File: config.mk
export PLATFORM = sky130hd
export DESIGN_NAME = wkb_regs
export DESIGN_NICKNAME = d
export VERILOG_FILES = /design/src/verilog/wkb_pkg.sv /design/src/verilog/wkb_regs.sv /design/src/verilog/wkb_wake_cell.sv
export SDC_FILE = /design/constraint.sdc
export NUM_CORES = 1
export LEC_CHECK = 0
export BUFFER_PORTS_ARGS = -buffer_cell sky130_fd_sc_hd__buf_2
export CAP_MARGIN = 40
export CORE_ASPECT_RATIO = 1.1
export CORE_MARGIN = 1.5
export CORE_UTILIZATION = 43
export DETAILED_ROUTE_END_ITERATION = 16
export PLACE_DENSITY = 0.74
export REMOVE_ABC_BUFFERS = 1
export SLEW_MARGIN = 40
export SYNTH_ARGS = -nofsm -noshare
export SYNTH_HDL_FRONTEND = slang
export SYNTH_HIERARCHICAL = 1
export SYNTH_SLANG_ARGS = --single-unit
File: constraint.sdc
create_clock -name sys_clk -period 1.5 [get_ports sys_clk]
set_input_delay 0.3 -clock sys_clk [delete_from_list [all_inputs] [get_ports sys_clk]]
set_output_delay 0.3 -clock sys_clk [all_outputs]
set_load 0.01 [all_outputs]
File: src/verilog/wkb_pkg.sv
`default_nettype none
// Shared constants for the wake capture and DMA sideband register block.
package wkb_pkg;
    // Register indices; the byte address on the bus is four times the index.
    localparam logic [14:0] IDX_USB_SRC     = 15'h7f2a;
    localparam logic [14:0] IDX_USB_MASK    = 15'h7f2b;
    localparam logic [14:0] IDX_EXT_SRC     = 15'h7f2c;
    localparam logic [14:0] IDX_EXT_MASK    = 15'h7f2d;
    localparam logic [14:0] IDX_BUS_REQ     = 15'h7f70;
    localparam logic [14:0] IDX_BUS_STAT    = 15'h7f73;
    localparam int          ADDR_W          = 17;
    // Field positions.
    localparam int          USB_RESET_BIT   = 2;
    localparam int          USB_RESUME_BIT  = 1;
    localparam int          REQ_INHIBIT_LO  = 4;
    localparam int          REQ_DMA_RST_BIT = 3;
    localparam int          REQ_AEN_BIT     = 2;
    localparam int          REQ_GRANT_BIT   = 1;
    localparam int          REQ_DMA_HOLD_REQUEST_STATUS_BIT    = 0;
    localparam int          NUM_EXT         = 4;
    localparam int          NUM_CELLS       = 6;
    // Writable bits of the two mask registers.
    localparam logic [7:0]  USB_MASK_WR     = 8'h06;
    localparam logic [7:0]  EXT_MASK_WR     = 8'h0f;
    // Reset values.
    localparam logic [7:0]  USB_MASK_RST    = 8'h06;
    localparam logic [7:0]  EXT_MASK_RST    = 8'h0f;
    localparam logic [7:0]  BUS_REQ_RST     = 8'h00;
    // Bus handshake states.
    typedef enum logic [1:0] {
        ST_IDLE = 2'b01,
        ST_DONE = 2'b10
    } wkb_bus_state_t;
endpackage
`default_nettype wire

File: src/verilog/wkb_regs.sv
// Implementation choice: the Avalon-MM slave port.
`timescale 1ns/10ps
`default_nettype none
module wkb_regs
    import wkb_pkg::*;
(
    input  wire logic                       sys_clk,
    input  wire logic                       srst,
    input  wire logic [wkb_pkg::ADDR_W-1:0] avs_address,
    input  wire logic                       avs_read,
    input  wire logic                       avs_write,
    input  wire logic [31:0]                avs_writedata,
    input  wire logic [3:0]                 avs_byteenable,
    output logic      [31:0]                avs_readdata,
    output logic                            avs_waitrequest,
    input  wire logic                       usb_reset_detect,
    input  wire logic                       usb_resume_detect,
    input  wire logic                       ext_int_in_0,
    input  wire logic                       ext_int_in_1,
    input  wire logic                       ext_int_in_2,
    input  wire logic                       ext_int_in_3,
    input  wire logic [7:0]                 dma_channel_status,
    input  wire logic [7:0]                 dma_status_mask,
    input  wire logic                       dma_address_enable,
    input  wire logic                       dma_hold_request,
    input  wire logic [3:0]                 dma_tc_ch,
    input  wire logic                       dma_mem_to_mem,
    input  wire logic                       dma_done_int_clear,
    input  wire logic                       power_wake_int_clear,
    output logic                            end_of_process_line,
    output logic                            dma_reset_out,
    output logic                            dma_bus_grant,
    output logic                            isa_shared_oe_n,
    output logic                            dma_done_int_flag,
    output logic                            power_wake_int_flag,
    output logic                            core_ext_int_line_b,
    output logic                            core_wake_restart,
    output logic                            ring_osc_enable,
    output logic                            xtal_osc_enable
);
    import wkb_pkg::*;

    wkb_bus_state_t state;
    logic [14:0]    req_idx;
    logic           accept;
    logic           rd_accept;
    logic           wr_accept;
    logic           wr_lane0;
    logic [7:0]     wdata;
    logic [2:1]     usb_src;
    logic [2:1]     usb_mask;
    logic [3:0]     ext_src;
    logic [3:0]     ext_mask;
    logic [3:0]     tc_inhibit;
    logic           dma_reset_hold;
    logic [5:0]     cell_raw;
    logic [5:0]     cell_mask;
    logic [5:0]     cell_edge;
    logic [5:0]     cell_async;
    logic [7:0]     stat_a;
    logic [7:0]     stat_b;
    logic [7:0]     stat_prev;
    logic [1:0]     side_a;
    logic [1:0]     side_b;
    logic           wake_pending;
    logic [7:0]     next_rdata;

    // Selects a register by index; used by the read and the write decode.
    function automatic logic hit(input logic [14:0] idx, input logic [14:0] reg_idx);
        hit = (idx == reg_idx);
    endfunction

    // The request is answered one cycle after it is seen; each access takes two edges.
    always_ff @(posedge sys_clk) begin
        if (srst) begin
            state <= ST_IDLE;
        end else begin
            unique case (state)
                ST_IDLE: begin
                    if (avs_read || avs_write) begin
                        state <= ST_DONE;
                    end
                end
                ST_DONE: begin
                    state <= ST_IDLE;
                end
            endcase
        end
    end

    assign req_idx         = avs_address[ADDR_W-1:2];
    assign avs_waitrequest = (avs_read || avs_write) && (state != ST_DONE);
    assign accept          = (state == ST_DONE);
    assign rd_accept       = accept && avs_read;
    assign wr_accept       = accept && avs_write;
    assign wr_lane0        = wr_accept && avs_byteenable[0];
    assign wdata           = avs_writedata[7:0];

    // Read mux; reserved and unmapped bits read as zero.
    always_comb begin
        next_rdata = 8'h00;
        if (hit(req_idx, IDX_USB_SRC)) begin
            next_rdata[2:1] = usb_src;
        end else if (hit(req_idx, IDX_USB_MASK)) begin
            next_rdata[2:1] = usb_mask;
        end else if (hit(req_idx, IDX_EXT_SRC)) begin
            next_rdata[3:0] = ext_src;
        end else if (hit(req_idx, IDX_EXT_MASK)) begin
            next_rdata[3:0] = ext_mask;
        end else if (hit(req_idx, IDX_BUS_REQ)) begin
            next_rdata = {tc_inhibit, dma_reset_hold, side_b[1], dma_bus_grant, side_b[0]};
        end else if (hit(req_idx, IDX_BUS_STAT)) begin
            next_rdata = stat_b;
        end
    end

    // Read data is loaded while waiting and stands at the accepting edge.
    always_ff @(posedge sys_clk) begin
        if (srst) begin
            avs_readdata <= 32'h0000_0000;
        end else if (state == ST_IDLE && avs_read) begin
            avs_readdata <= {24'h00_0000, next_rdata};
        end
    end

    // Wake inputs: two USB events, rising only, then four pins, either edge.
    assign cell_raw  = {ext_int_in_3, ext_int_in_2, ext_int_in_1, ext_int_in_0,
                        usb_reset_detect, usb_resume_detect};
    assign cell_mask = {ext_mask, usb_mask[USB_RESET_BIT], usb_mask[USB_RESUME_BIT]};

    // One synchronising cell per wake input.
    generate
        for (genvar gi = 0; gi < NUM_CELLS; gi++) begin : g_cell
            wkb_wake_cell #(
                .RISE_ONLY (gi < 2)
            ) u_cell (
                .sys_clk    (sys_clk),
                .srst       (srst),
                .raw_in     (cell_raw[gi]),
                .masked     (cell_mask[gi]),
                .edge_seen  (cell_edge[gi]),
                .async_wake (cell_async[gi])
            );
        end
    endgenerate

    // USB wake source; a read clears only the bits it returned, so an edge that lands
    // between loading the read data and accepting the read is kept for the next read.
    always_ff @(posedge sys_clk) begin
        if (srst) begin
            usb_src <= 2'b00;
        end else begin
            usb_src <= (usb_src & ~((rd_accept && hit(req_idx, IDX_USB_SRC)) ?
                                    avs_readdata[2:1] : 2'b00))
                       | {cell_edge[1], cell_edge[0]};
        end
    end

    // Pin wake source: either edge since the last read; reported bits are cleared.
    always_ff @(posedge sys_clk) begin
        if (srst) begin
            ext_src <= 4'h0;
        end else begin
            ext_src <= (ext_src & ~((rd_accept && hit(req_idx, IDX_EXT_SRC)) ?
                                    avs_readdata[3:0] : 4'h0))
                       | cell_edge[5:2];
        end
    end

    // Mask registers; only the documented bits are writable.
    always_ff @(posedge sys_clk) begin
        if (srst) begin
            usb_mask <= USB_MASK_RST[2:1];
            ext_mask <= EXT_MASK_RST[3:0];
        end else if (wr_lane0) begin
            if (hit(req_idx, IDX_USB_MASK)) begin
                usb_mask <= wdata[2:1] & USB_MASK_WR[2:1];
            end
            if (hit(req_idx, IDX_EXT_MASK)) begin
                ext_mask <= wdata[3:0] & EXT_MASK_WR[3:0];
            end
        end
    end

    // Power flag: any enabled source bit, sticky until cleared, set wins.
    assign wake_pending = |(usb_src & ~usb_mask) || |(ext_src & ~ext_mask);
    always_ff @(posedge sys_clk) begin
        if (srst) begin
            power_wake_int_flag <= 1'b0;
        end else begin
            power_wake_int_flag <= (power_wake_int_flag && !power_wake_int_clear)
                                   || wake_pending;
        end
    end

    // The interrupt line follows the flag; a restart also comes from the clockless path.
    assign core_ext_int_line_b = power_wake_int_flag;
    assign core_wake_restart   = power_wake_int_flag || (|cell_async);
    assign ring_osc_enable     = core_wake_restart;
    assign xtal_osc_enable     = core_wake_restart;

    // Request register: inhibits, DMA reset hold and bus grant.
    always_ff @(posedge sys_clk) begin
        if (srst) begin
            tc_inhibit     <= BUS_REQ_RST[7:4];
            dma_reset_hold <= BUS_REQ_RST[REQ_DMA_RST_BIT];
            dma_bus_grant  <= BUS_REQ_RST[REQ_GRANT_BIT];
        end else if (wr_lane0 && hit(req_idx, IDX_BUS_REQ)) begin
            tc_inhibit     <= wdata[7:REQ_INHIBIT_LO];
            dma_reset_hold <= wdata[REQ_DMA_RST_BIT];
            dma_bus_grant  <= wdata[REQ_GRANT_BIT];
        end
    end

    // Sideband outputs toward the DMA controller and the shared ISA drivers.
    always_ff @(posedge sys_clk) begin
        if (srst) begin
            dma_reset_out       <= 1'b0;
            isa_shared_oe_n     <= 1'b0;
            end_of_process_line <= 1'b0;
        end else begin
            dma_reset_out       <= dma_reset_hold;
            isa_shared_oe_n     <= dma_bus_grant;
            end_of_process_line <= |(dma_tc_ch & (dma_mem_to_mem ? 4'hf : ~tc_inhibit));
        end
    end

    // Status from the DMA clock domain passes two flops before use.
    always_ff @(posedge sys_clk) begin
        if (srst) begin
            stat_a <= 8'h00;
            stat_b <= 8'h00;
            side_a <= 2'b00;
            side_b <= 2'b00;
        end else begin
            stat_a <= dma_channel_status;
            stat_b <= stat_a;
            side_a <= {dma_address_enable, dma_hold_request};
            side_b <= side_a;
        end
    end

    // Previous status, for rise detection.
    always_ff @(posedge sys_clk) begin
        if (srst) begin
            stat_prev <= 8'h00;
        end else begin
            stat_prev <= stat_b;
        end
    end

    // DMA interrupt flag: latched by an enabled rising status bit; set wins over clear.
    always_ff @(posedge sys_clk) begin
        if (srst) begin
            dma_done_int_flag <= 1'b0;
        end else begin
            dma_done_int_flag <= (dma_done_int_flag && !dma_done_int_clear)
                                 || |(stat_b & ~stat_prev & ~dma_status_mask);
        end
    end

    // A request is answered on the second edge after it rises.
    AST_WAIT_ONE: assert property (@(posedge sys_clk) disable iff (srst)
        (avs_read || avs_write) && state == ST_IDLE |=> !avs_waitrequest)
        else $error("Request not answered in one cycle.");

    // Reading the USB source clears every bit that the read returned.
    AST_USB_RC: assert property (@(posedge sys_clk) disable iff (srst)
        rd_accept && hit(req_idx, IDX_USB_SRC) && cell_edge[1:0] == 2'b00
        |=> (usb_src & $past(avs_readdata[2:1])) == 2'b00)
        else $error("USB wake source not cleared by read.");

    // A USB reset rising event sets its bit.
    AST_USB_SET: assert property (@(posedge sys_clk) disable iff (srst)
        cell_edge[1] |=> usb_src[USB_RESET_BIT])
        else $error("USB reset wake bit not set.");

    // An unmasked pin source bit raises the power flag on the next edge.
    AST_PWR: assert property (@(posedge sys_clk) disable iff (srst)
        |(ext_src & ~ext_mask) |=> power_wake_int_flag && core_ext_int_line_b)
        else $error("Power wake flag missing.");

    // Restart always reopens both oscillators.
    AST_OSC: assert property (@(posedge sys_clk) disable iff (srst)
        core_wake_restart |-> ring_osc_enable && xtal_osc_enable)
        else $error("Oscillators not enabled on restart.");

    // A detected pin change stands in the source register on the next edge, read or not.
    AST_EXT_EDGE: assert property (@(posedge sys_clk) disable iff (srst)
        cell_edge[2] |=> ext_src[0])
        else $error("Pin change not captured.");

    // Pin mask register resets to all masked.
    AST_MASK_RST: assert property (@(posedge sys_clk)
        $past(srst) |-> ext_mask == EXT_MASK_RST[3:0])
        else $error("Pin wake mask reset value wrong.");

    // The reset hold reaches the DMA reset line one edge after the write.
    AST_DMA_RST: assert property (@(posedge sys_clk) disable iff (srst)
        wr_lane0 && hit(req_idx, IDX_BUS_REQ) |=> ##1 dma_reset_out == $past(wdata[3], 2))
        else $error("DMA reset hold not applied.");

    // Granting the bus releases the shared drivers.
    AST_GRANT: assert property (@(posedge sys_clk) disable iff (srst)
        dma_bus_grant |=> isa_shared_oe_n)
        else $error("Shared ISA signals not released on grant.");

    // An inhibited channel never drives end of process outside memory-to-memory cycles.
    AST_INHIBIT: assert property (@(posedge sys_clk) disable iff (srst)
        !dma_mem_to_mem && (dma_tc_ch & ~tc_inhibit) == 4'h0 |=> !end_of_process_line)
        else $error("Inhibited terminal count reached end of process.");

    // A status read returns the synchronised status seen at the loading edge.
    AST_STAT_RD: assert property (@(posedge sys_clk) disable iff (srst)
        rd_accept && hit(req_idx, IDX_BUS_STAT) |-> avs_readdata[7:0] == $past(stat_b))
        else $error("Bus status read data wrong.");

    // An enabled status rise latches the DMA interrupt flag.
    AST_DMA_INT: assert property (@(posedge sys_clk) disable iff (srst)
        |(stat_b & ~stat_prev & ~dma_status_mask) |=> dma_done_int_flag)
        else $error("DMA interrupt flag not latched.");

    // Address enable and hold request read back live after synchronising.
    AST_SIDE_RD: assert property (@(posedge sys_clk) disable iff (srst)
        rd_accept && hit(req_idx, IDX_BUS_REQ)
        |-> avs_readdata[REQ_AEN_BIT] == $past(side_b[1]) && avs_readdata[0] == $past(side_b[0]))
        else $error("Live status bits wrong.");
endmodule // wkb_regs
`default_nettype wire

File: src/verilog/wkb_wake_cell.sv
`timescale 1ns/10ps
`default_nettype none
// One wake input: two-flop synchroniser, edge detection and a clockless wake term.
module wkb_wake_cell #(
    parameter bit RISE_ONLY = 1'b1
) (
    input  wire logic sys_clk,
    input  wire logic srst,
    input  wire logic raw_in,
    input  wire logic masked,
    output logic      edge_seen,
    output logic      async_wake
);
    logic sync_a;
    logic sync_b;
    logic seen;

    // The first stage is read only by the second stage.
    always_ff @(posedge sys_clk) begin
        if (srst) begin
            sync_a <= 1'b0;
            sync_b <= 1'b0;
        end else begin
            sync_a <= raw_in;
            sync_b <= sync_a;
        end
    end

    // Last level that the clocked side has accounted for.
    always_ff @(posedge sys_clk) begin
        if (srst) begin
            seen <= 1'b0;
        end else begin
            seen <= sync_b;
        end
    end

    // Rising edge only, or either edge, as the input demands.
    assign edge_seen = RISE_ONLY ? (sync_b & ~seen) : (sync_b ^ seen);

    // Without a running clock, an unmasked pin that differs from the last seen level wakes the core; with RISE_ONLY, only a rise does.
    assign async_wake = ~masked & (RISE_ONLY ? (raw_in & ~seen) : (raw_in ^ seen));
endmodule // wkb_wake_cell
`default_nettype wire
[Word level (Yosys, flattened, before mapping)]
Cells that the tools add are included.
Storage, ports and cells
  bits in registers: 79
  output and inout port bits: 43
  logic and storage cells: 130
Cells by class
  equality and inequality tests: 10
  muxes and demuxes: 17
  bitwise logic cells: 42
  reductions and logical operators: 24
Operator list (count)
  == test 15 bit (second input constant): 6
  2-to-1 mux 4 bit: 6
  AND 8 bit: 2
  2-to-1 mux 8 bit: 2
  inverter 8 bit: 2
  AND 4 bit: 3
  inverter 4 bit: 3
  AND 1 bit: 10
  logical AND 1 bit: 10
  2-to-1 mux 5 bit: 2
  2-to-1 mux 2 bit: 4
  inverter 1 bit: 8
  OR reduction 4 bit: 2
  OR reduction 8 bit: 1
  bitwise XOR 1 bit: 8
  OR reduction 6 bit: 1
  logical OR 1 bit: 5
  AND 2 bit: 2
  inequality test 2 bit (second input constant): 2
  inverter 2 bit: 2
  OR 4 bit: 1
  case mux 2 bit (2 select lines): 1
  AND reduction 2 bit: 2
  == test 2 x 1 -> 1 bit (second input constant): 1
  5 further kinds: 7

[Logic depth before layout (Yosys ltp)]
Gate-level depths: netlist (run 1).
  depth after elaboration: 7
  gate-level depth with buffers: 7
  mapped depth without buffers: 5

[Hierarchy]
Netlist (run 1), hierarchy kept.
Modules (own cells, without submodules)
  wkb_regs: times used 1, cells an instance 304, area each 2678.8 sq um, sequential area each 1221.2 sq um
  wkb_wake_cell at g_cell[2].u_cell ...: times used 4, cells an instance 9, area each 100.1 sq um, sequential area each 60.1 sq um
  wkb_wake_cell at g_cell[0].u_cell ...: times used 2, cells an instance 8, area each 97.6 sq um, sequential area each 60.1 sq um

[Worst setup path after synthesis (run 1)]
Ideal clock, no wire load.
  path kind: input to register
  start: input port avs_address[9] in the netlist's numbering
  end: register dma_bus_grant
  library setup time: 0.128 ns
  data arrival time: 1.395 ns
  data required time: 1.372 ns
  path slack: -0.022 ns
  stages on the path: 6
  buffers on the path: 1
  cell sequence: and3b_1 -> nand3_1 -> or3_1 -> buf_2 -> mux2i_1 -> nor2_1
Between the ends
  cells in the longest elaborated chain, start to end: 2
RTL lines
  start, declared: line wkb_regs.sv:9  | input wire logic [wkb_pkg::ADDR_W-1:0] avs_address,
  == test 15 bit: line wkb_regs.sv:70  | hit = (idx == reg_idx);
  logical AND 1 bit: line wkb_regs.sv:208  | end else if (wr_lane0 && hit(req_idx, IDX_BUS_REQ)) begin
  end signal, assigned: line wkb_regs.sv:207  | dma_bus_grant <= BUS_REQ_RST[REQ_GRANT_BIT];
  end signal, assigned: line wkb_regs.sv:211  | dma_bus_grant <= wdata[REQ_GRANT_BIT];
  end, declared: line wkb_regs.sv:32  | output logic dma_bus_grant,
Every way passes these cells.
A chain may end at the register's enable or synchronous reset.

[Worst setup path after layout (run 1)]
  start: register g_cell[4].u_cell.seen
  end: output port xtal_osc_enable
Between the ends
  cells in the longest elaborated chain, start to end: 4
RTL lines
  start, declared: line wkb_wake_cell.sv:16  | logic seen;
  start signal, assigned: line wkb_wake_cell.sv:34  | seen <= sync_b;
  bitwise XOR 1 bit: line wkb_wake_cell.sv:42  | assign async_wake = ~masked & (RISE_ONLY ? (raw_in & ~seen) : (raw_in ^ seen));
  AND 1 bit: line wkb_wake_cell.sv:42
  net cell_async[4]: line wkb_regs.sv:59  | logic [5:0] cell_async;
  OR reduction 6 bit: line wkb_regs.sv:198  | assign core_wake_restart = power_wake_int_flag || (|cell_async);
  logical OR 1 bit: line wkb_regs.sv:198
  end, declared: line wkb_regs.sv:39  | output logic xtal_osc_enable
The timed path passes the listed nets, and every way through them passes these cells.

==> impl_metrics.yaml, run 1 <==
cts:
  cts.sinks: 79
  cts-htree-levels: 3
  cts_hold_buf: 0
  cts_made_buffers: 9
  root_buffer: "clkbuf_8"
  clockBufferDepth: 2
  clkSlewWorstSetupHoldPaths_ns: 0.07
  clock_latency_ns: 0.35
  cts_tree: "built"
global_routing:
  first_global_vias: 2439
  antenna_found_initial: 0
  track_usage_pct: 17.5
  grt_first_pass_wirelength_um: 11000
  grt_use_met2_pct: 29.7
  top_usage_layer: "met2"
  met3_usage_pct: 2.97
  grt_max_degree: 26
  overflow: 0
  grtUsageMet1_pct: 20.7
power:
  power_per_cell_area_nw_per_um2: 994
  leakage_nw: 1.84
  ir_worst_vdd_v: 0.000529
detailed_routing:
  num_vias: 2641
  drtPass1Iterations: 4
  routedWlPerCell_um: 12.8
  drtAntennaViolNets: 0
  drt-total-wl_um: 6940
  viasPerCell: 4.86
  drt_iter0_markers: 134
  route.detailed.drc: 0
layout:
  syn_to_final_growth_pct: 21.7
  layout-drive-gt1-share_pct: 28.9
  finalNonFillerCells: 543
  fin_util_pct: 53.6
  final_nets: 539
  insertedDiodeCount: 0
  fin_area_um2: 3980
run:
  cap_violations: 0
placed_design:
  placed_cell_area_um2: 3750
  dp_hpwl_um: 5240
  io_buffers: 77
  dp_cells: 525
  place_ws_ns: -0.161
  place.gp.congestion: 0.872
yosys:
  synth_top_cell_area_share_pct: 48.3
  yosys_most_used_dff: "dfxtp_1"
  synth_commonest_cells: "dfxtp_1 (79), nor2b_1 (54), nor2_1 (29)"
  yosysWarnings: 6
  yosys.area.top_type: "dfxtp_1"
  ys_async_sr_fraction_pct: 0
  yosysMostFrequentCell: "dfxtp_1"
  avgSynthCellArea_um2: 9.20
  synth_seq_area_share_pct: 48.3
  synthCells: 356
  synth.distinct_cells: 39
  synth_edf_count: 0
  netlist_area_um2: 3270
  ys_ff_latch: 79
  synth_area_leaders: "dfxtp_1 (48%), nor2b_1 (10%), buf_4 (6.2%), mux2i_1 (3.4%), nor2_1 (3.3%)"
sta:
  slew_viol_final: 0
  finalCriticalPeriod_ns: 1.67
  setup-violations-final: 3
  fin_skew_ns: 0.00760
  worst_pin_slew_ns: 0.504
  fin_crit_sh_pct: 111
  hold_slack_ns: 0.162
  rsz0062_at_grt: "true"
  max_freq_mhz: 599
  worst_slack_ns: -0.169
  report.final.hold_viol_count: 0
  relSlewSlack_pct: 66.4
worst_setup_path:
  worst_ep_arrival_time_ns: 1.37
  cp.required_ns: 1.20
  path_delay_family: "simple AND/OR/NAND/NOR gates"
  critPathKind: "reg2out"
  cp-end-kind: "output port"
  crit_slowest_cell: "dfxtp_2"
  cp_slowest_stage_delay_ns: 0.33
  worst-path-max-fanout: 3
  path_buf_inv: 1
  worstPathCellList: "xnor2_1, nor2_1, nor4_2, nand2_1, buf_2"
  worstSetupStartpointType: "flip-flop"
floorplan:
  core_um2: 7430
  dieArea_um2: 8150
  dieHeight_um: 94.5
  die_x_um: 86.2
  num_io_pins: 131
  rows: 33
  start_util_pct: 44.1
outcome:
  violations: "setup timing"
  status: "finished with violations"
hold_path:
  hp-class: "in2reg"
[sequential cells by signal, indices dropped and copies added (netlist names), 2 cells and up]
| signal | cells |
|---|---|
| g_cell.u_cell/sync_a | 6 |
| ext_mask | 4 |
| ext_src | 4 |
| g_cell.u_cell/seen | 6 |
| usb_mask | 2 |
| stat_b | 8 |
| stat_prev | 8 |
| stat_a | 8 |
| side_b | 2 |
| tc_inhibit | 4 |
| avs_readdata | 8 |
| usb_src | 2 |
| state | 2 |
| g_cell.u_cell/sync_b | 6 |
| side_a | 2 |
[placed cells by master, fill, tap and decap left out, drive strengths merged, types with 2 or more instances in the layout]
| cell | Yosys | routed |
|---|---|---|
| a22o | 4 | 4 |
| nor2 | 31 | 31 |
| and2 | 3 | 3 |
| dfxtp | 79 | 79 |
| and3b | 3 | 3 |
| a21oi | 13 | 13 |
| conb | 1 | 24 |
| nand3 | 7 | 7 |
| or3 | 3 | 3 |
| a31oi | 3 | 3 |
| and4b | 2 | 2 |
| o21ai | 8 | 8 |
| and4 | 3 | 3 |
| o22ai | 6 | 6 |
| a22oi | 9 | 9 |
| clkbuf | 8 | 12 |
| nand2 | 22 | 22 |
| inv | 19 | 19 |
| xnor2 | 4 | 4 |
| buf | 33 | 102 |
| nor4 | 3 | 3 |
| xor2 | 4 | 4 |
| o211ai | 3 | 3 |
| mux2i | 11 | 11 |
| nor2b | 54 | 54 |
| clkinvlp | 0 | 3 |
| a221oi | 3 | 3 |
| nor3 | 3 | 3 |
| nor3b | 3 | 3 |
| nand4 | 6 | 6 |
[worst paths after layout]
path / cells after the start / to / startpoint / slack (ns)
max: 5 / xtal_osc_enable / g_cell[4].u_cell/seen$_SDFF_PP0_ / -0.17
min: 2 / stat_a[6]$_SDFF_PP0_ / dma_channel_status[6] / 0.16
max reg2reg: 5 / tc_inhibit[0]$_SDFFE_PP0P_ / state[0]$_SDFFE_PP1P_ / 0.08
min reg2reg: 1 / stat_b[1]$_SDFF_PP0_ / stat_a[1]$_SDFF_PP0_ / 0.44
[layout make-up]
| class | count | area (µm²) |
|---|---|---|
| fill | 696 | 3450 |
| sequential | 79 | 1590 |
| multi-input combinational | 240 | 1460 |
| timing repair buffer | 102 | 577 |
| clock buffer | 12 | 145 |
| tap | 87 | 109 |
| inverter | 19 | 71.3 |
| clock inverter | 4 | 31.3 |
[logic make-up (layout without fill, tap and decap cells)]
kind of cell,after synthesis,in the layout,share of synthesized area (%)
AOI/OAI and AO/OA,52,52,10.4
xor gates and xnor gates,8,8,2.14
buffers and inverters,60,137,10.5
DFF,79,79,48.3
muxes,11,11,3.36
other,1,24,0.115
and+or+nand+nor,145,145,25.2
[stage by stage]
stage / power, mW / TNS (ns)
after floorplan: 2.40 / -0.179
after global placement: 2.59 / -1.68
after detailed placement: 2.60 / -1.90
after CTS: 3.99 / -0.752
after global routing: 4.12 / -0.978
final: 3.96 / -0.508
[metal layers]
metal | vias to the layer above | wire length [µm] | part of all wire, %
li1 | 1336 | - | -
met3 | 18 | 413 | 6.0
met1 | 1197 | 2970 | 43
met5 | - | 0 | 0
met2 | 90 | 3360 | 48
met4 | 0 | 199 | 2.9
[worst register-to-register path: stages (launching register included)]
cell,delay [ns]
dfxtp_1,0.31
and4b_1,0.29
nand2_1,0.07
or3_4,0.39
mux2i_1,0.19
nor2_1,0.07
[where the power goes]
part	total, mW	internal [mW]	switching [mW]
registers	2.20	2.17	0.0335
logic	0.368	0.176	0.192
clock network	1.39	0.650	0.740
total	3.96	2.99	0.966
[timing repair]
action                                  4_1_cts  5_1_grt
endpoints found under the hold margin         0        0
resized for setup                             4        9
endpoints found under the setup margin        9        8
setup buffers                                 0        2
pin swaps                                     4        4
Note: power is estimated with default switching activity, not from simulation.
==> inputs of run 2 (changes only) <==
- CORE_UTILIZATION: 43 -> 45
- clock period: 1.5 -> 1.7 ns (I/O delays scaled with it)
==> run 2 against run 1 <==
Against the previous run:
- the flow still finishes with violations (setup timing)
- global-route usage about the same
- non-clock buffer count down 11
- cell count down 2.4%
- highest routed layer unchanged
- utilization up 1.5 points
- die area down 4.3%
- count of clock-buffer cells in the layout down 2
- combinational power down 19%
- sequential power down 12%
- sequential cell count unchanged
- clock power down 13%
- worst setup slack better by 0.14 ns
- wire length down 4.7%
==> impl_metrics.yaml, run 2 (synthesis results as in run 1) <==
cts:
  cts.sinks: 79
  cts_hold_buf: 0
  cts_tree: "built"
  clkSlewWorstSetupHoldPaths_ns: 0.08
  cts-htree-levels: 3
  clock_latency_ns: 0.34
  clockBufferDepth: 2
  root_buffer: "clkbuf_8"
  cts_made_buffers: 9
detailed_routing:
  drt_iter0_markers: 94
  viasPerCell: 4.89
  num_vias: 2592
  drtPass1Iterations: 5
  drtAntennaViolNets: 0
  routedWlPerCell_um: 12.5
  drt-total-wl_um: 6620
  route.detailed.drc: 0
worst_setup_path:
  worst_ep_arrival_time_ns: 1.39
  reg2reg_slack_ns: 0.12
  r2r_start: "state[0]$_SDFFE_PP1P_"
  critPathKind: "reg2out"
  critPathLaunch: "g_cell[3].u_cell/seen$_SDFF_PP0_"
  r2r_cells: 5
  cp.required_ns: 1.36
  r2r-end: "tc_inhibit[1]$_SDFFE_PP0P_"
  worstSetupStartpointType: "flip-flop"
  crit_end: "core_wake_restart"
  cp-end-kind: "output port"
  worst-path-max-fanout: 3
global_routing:
  overflow: 0
  antenna_found_initial: 0
  first_global_vias: 2402
  track_usage_pct: 17.4
  grt_first_pass_wirelength_um: 10800
  grt_max_degree: 27
power:
  ir_worst_vdd_v: 0.000445
  power_mw: 3.45
  leakage_nw: 1.80
  power_per_cell_area_nw_per_um2: 887
sta:
  finalCriticalPeriod_ns: 1.73
  hold_slack_ns: 0.201
  worst_pin_slew_ns: 0.504
  relSlewSlack_pct: 66.4
  fin_crit_sh_pct: 102
  rsz0062_at_grt: "true"
  slew_viol_final: 0
  fin_skew_ns: 0.00834
  fin_setup_tns_ns: -0.102
  setup-violations-final: 3
  report.final.hold_viol_count: 0
  max_freq_mhz: 577
  worst_slack_ns: -0.0341
placed_design:
  placed_cell_area_um2: 3680
  io_buffers: 77
  dp_cells: 513
  dp_hpwl_um: 4900
  place.gp.congestion: 0.871
  place_ws_ns: -0.0252
layout:
  finalNonFillerCells: 530
  syn_to_final_growth_pct: 18.6
  fin_util_pct: 55.1
  layout_common_cells: "buf_2 (77), dfxtp_1 (76), nor2b_1 (54)"
  insertedDiodeCount: 0
  fin_area_um2: 3880
  final_common_cell: "buf_2"
  layout-drive-gt1-share_pct: 26.7
  final_nets: 528
floorplan:
  die_x_um: 84.3
  dieHeight_um: 92.5
  dieArea_um2: 7800
  rows: 32
  start_util_pct: 46.5
  core_um2: 7050
  num_io_pins: 131
outcome:
  status: "finished with violations"
  violations: "setup timing"
hold_path:
  hp-class: "in2reg"
  hold_start: "dma_channel_status[4]"
run:
  cap_violations: 0
[run 2: changes by cell type in the layout (fill, tap and decap cells not counted), moves of 2 or more]
cell,before,now
buf_4,24,14
clkinv_2,0,2
clkinv_4,1,3
clkinvlp_4,3,0
dfxtp_1,74,76
dfxtp_2,5,3
[run 2: worst min-delay path by stage]
stage,endpoint,slack (ns),depth (start not counted)
3_3_place_gp,stat_b[0]$_SDFF_PP0_,0.42,1
6_report,stat_a[4]$_SDFF_PP0_,0.20,2
3_5_place_dp,stat_b[2]$_SDFF_PP0_,0.42,1
4_1_cts,stat_a[4]$_SDFF_PP0_,0.19,2
5_1_grt,side_a[0]$_SDFF_PP0_,0.19,2
2_1_floorplan,avs_readdata[4]$_SDFFE_PP0P_,0.41,1
[run 2: where the power goes]
group / switching [mW] / internal, mW
logic: 0.161 / 0.135
registers: 0.0306 / 1.91
clock network: 0.669 / 0.538
[run 2: worst max-delay path, stage by stage, from the launching register on]
cell     delay [ns]
dfxtp_2        0.34
xnor2_2        0.13
nor2_2         0.06
nor4_2         0.27
nand2_1        0.10
buf_2          0.15
[run 2: area by class of cell]
cell class                 count  area, µm²
tap                           85        106
timing repair buffer          91        490
fill                         663       3160
clock buffer                  10        128
multi-input combinational    240       1460
clock inverter                 6       45.0
sequential                    79       1590
inverter                      19       71.3
[run 2: repair_timing]
| action | CTS | global route |
|---|---|---|
| setup endpoints to repair | 3 | 3 |
| gates resized for setup | 3 | 4 |
| buffers inserted | 1 | 0 |
| pin swaps | 4 | 2 |
[run 2: routing by layer]
layer	global-route usage, %	wire length [µm]
met1	20.5	2900
met2	30.0	3190
met3	3.92	417
met4	8.33	117
met5	0	0
==> inputs of run 3 (changes only) <==
- ABC_AREA: default -> 1
- ABC_CLOCK_PERIOD_IN_PS: default -> 1700
- PLACE_DENSITY: 0.74 -> 0.73
==> run 3 against run 2 <==
Against the previous run:
- the run still ends with setup timing left
- count of clock-buffer cells in the layout decreased by 1
- register-to-register slack hardly changed
- die area rose by 6.8%
- total power up 1.4%
- clock power increased by 4%
- non-clock buffer count fell by 8
- sequential power is essentially flat
==> impl_metrics.yaml, run 3 <==
cts:
  clkSlewWorstSetupHoldPaths_ns: 0.09
  clock_latency_ns: 0.35
  cts_made_buffers: 9
  cts.sinks: 79
  clockBufferDepth: 2
  cts_tree: "built"
  cts_hold_buf: 0
  root_buffer: "clkbuf_8"
  cts-htree-levels: 3
detailed_routing:
  drtPass1Iterations: 4
  drt-total-wl_um: 7180
  routedWlPerCell_um: 10.7
  num_vias: 2972
  drt_iter0_markers: 129
  drtAntennaViolNets: 0
  route.detailed.drc: 0
  viasPerCell: 4.41
floorplan:
  start_util_pct: 46.7
  num_io_pins: 131
  die_x_um: 87.2
  dieHeight_um: 95.6
  dieArea_um2: 8330
  rows: 33
  core_um2: 7510
worst_setup_path:
  cp-end-kind: "output port"
  worst_ep_arrival_time_ns: 1.38
  worst-path-max-fanout: 3
  cp_slowest_stage_delay_ns: 0.34
  worstPathCellList: "inv_2, nand2_2, nor2_2, nor4_2, nand2_1, buf_2"
  worstSetupStartpointType: "flip-flop"
  cp.required_ns: 1.36
  critPathKind: "reg2out"
  crit_slowest_cell: "dfxtp_2"
  r2r_start: "state[1]$_SDFFE_PP0P_"
  critPathLaunch: "g_cell[1].u_cell/seen$_SDFF_PP0_"
placed_design:
  placed_cell_area_um2: 3870
  io_buffers: 77
  place.gp.congestion: 0.846
  dp_hpwl_um: 5520
  dp_cells: 656
yosys:
  ys_ff_latch: 79
  avgSynthCellArea_um2: 7.27
  netlist_area_um2: 3510
  synth_top_family_by_area: "simple AND/OR/NAND/NOR gates"
  synth_top_cell_area_share_pct: 45.1
  synthCells: 482
  synth_area_leaders: "dfxtp_1 (45%), inv_1 (11%), nor2_1 (8.7%), nand2_1 (8.0%), buf_4 (5.8%)"
  synth_xor_area_share_pct: 0
  yosysMostFrequentCell: "inv_1"
  synth-simple-area-share_pct: 28.7
  synth-compound-area-share_pct: 7.57
  synthAdderAreaFrac_pct: 0
  synth.distinct_cells: 33
  synthMuxAreaShare_pct: 0
  synth_edf_count: 0
  yosys.area.top_type: "dfxtp_1"
  ys_async_sr_fraction_pct: 0
  yosys_most_used_dff: "dfxtp_1"
  yosysWarnings: 6
  synth_seq_area_share_pct: 45.1
  synth_commonest_cells: "inv_1 (99), nor2_1 (81), dfxtp_1 (79)"
power:
  leakage_nw: 2.07
  power_per_cell_area_nw_per_um2: 856
  ir_worst_vdd_v: 0.000382
layout:
  fin_area_um2: 4080
  final_common_cell: "inv_1"
  syn_to_final_growth_pct: 16.3
  finalNonFillerCells: 674
  final_nets: 652
  layout_common_cells: "inv_1 (98), nor2_1 (81), buf_2 (77)"
  layout-drive-gt1-share_pct: 22.3
  fin_util_pct: 54.3
  insertedDiodeCount: 0
global_routing:
  first_global_vias: 2645
  antenna_found_initial: 0
  grt_first_pass_wirelength_um: 11600
  track_usage_pct: 18.2
  grt_max_degree: 29
  overflow: 0
sta:
  worst_slack_ns: -0.0218
  finalCriticalPeriod_ns: 1.72
  max_freq_mhz: 581
  setup-violations-final: 3
  rsz0062_at_grt: "true"
  slew_viol_final: 0
  worst_pin_slew_ns: 0.552
  report.final.hold_viol_count: 0
  relSlewSlack_pct: 62.2
  fin_skew_ns: 0.00933
  fin_crit_sh_pct: 101
  hold_slack_ns: 0.179
  fin_setup_tns_ns: -0.0604
outcome:
  status: "finished with violations"
  violations: "setup timing"
hold_path:
  hold_start: "dma_channel_status[6]"
  hp-class: "in2reg"
run:
  cap_violations: 0
[run 3: layout make-up]
type                       count  area [µm²]
fill                         752        3440
inverter                     102         383
tap                          105         131
sequential                    79        1590
timing repair buffer          83         430
clock buffer                   9         124
multi-input combinational    289        1370
clock inverter                 7        55.1
[run 3: cell families after synthesis]
family / after synthesis
AO/OA/AOI/OAI: 48
other: 1
flip-flops: 79
AND/OR/NAND/NOR: 217
buffers and inverters: 137
[run 3: final timing paths]
| path | endpoint | slack, ns | cells after the start |
|---|---|---|---|
| worst min-delay path | stat_a[6]$_SDFF_PP0_ | 0.18 | 3 |
| worst min register to register | g_cell[1].u_cell/sync_b$_SDFF_PP0_ | 0.41 | 2 |
| worst max-delay path | xtal_osc_enable | -0.02 | 6 |
| worst max register to register | usb_src[2]$_SDFF_PP0_ | 0.11 | 7 |
[run 3: per-layer routing]
layer  wire, µm  up-vias  global-route usage, %
met4        198        0                   10.6
li1           -     1575                      -
met2       3420       81                   31.3
met5          0        -                      0
met1       3220     1302                   21.2
met3        344       14                   3.38
[run 3: per-stage QoR]
| step | worst slack, ns | power (mW) |
|---|---|---|
| CTS | -0.0185 | 3.52 |
| global route | -0.103 | 3.66 |
| detailed placement | 0.0558 | 2.27 |
| global placement | 0.107 | 2.26 |
| floorplan | 0.297 | 2.13 |
| finish | -0.0218 | 3.49 |
[run 3: power breakdown]
| group | switching (mW) | internal (mW) |
|---|---|---|
| combinational | 0.185 | 0.111 |
| sequential | 0.0259 | 1.91 |
| clock | 0.715 | 0.544 |
[run 3: worst max-delay path: cells and delay by family (launching register included)]
kind | cells | cell delay, ns
buffers and inverters | 2 | 0.19
flip-flops | 1 | 0.34
AND/OR/NAND/NOR | 4 | 0.49
[run 3: what timing repair did]
| item | CTS | global route |
|---|---|---|
| hold endpoints to repair | 0 | 0 |
| endpoints found under the setup margin | 3 | 3 |
| buffers inserted | 2 | 0 |
| gates resized for setup | 3 | 3 |
| pin swaps | 2 | 4 |
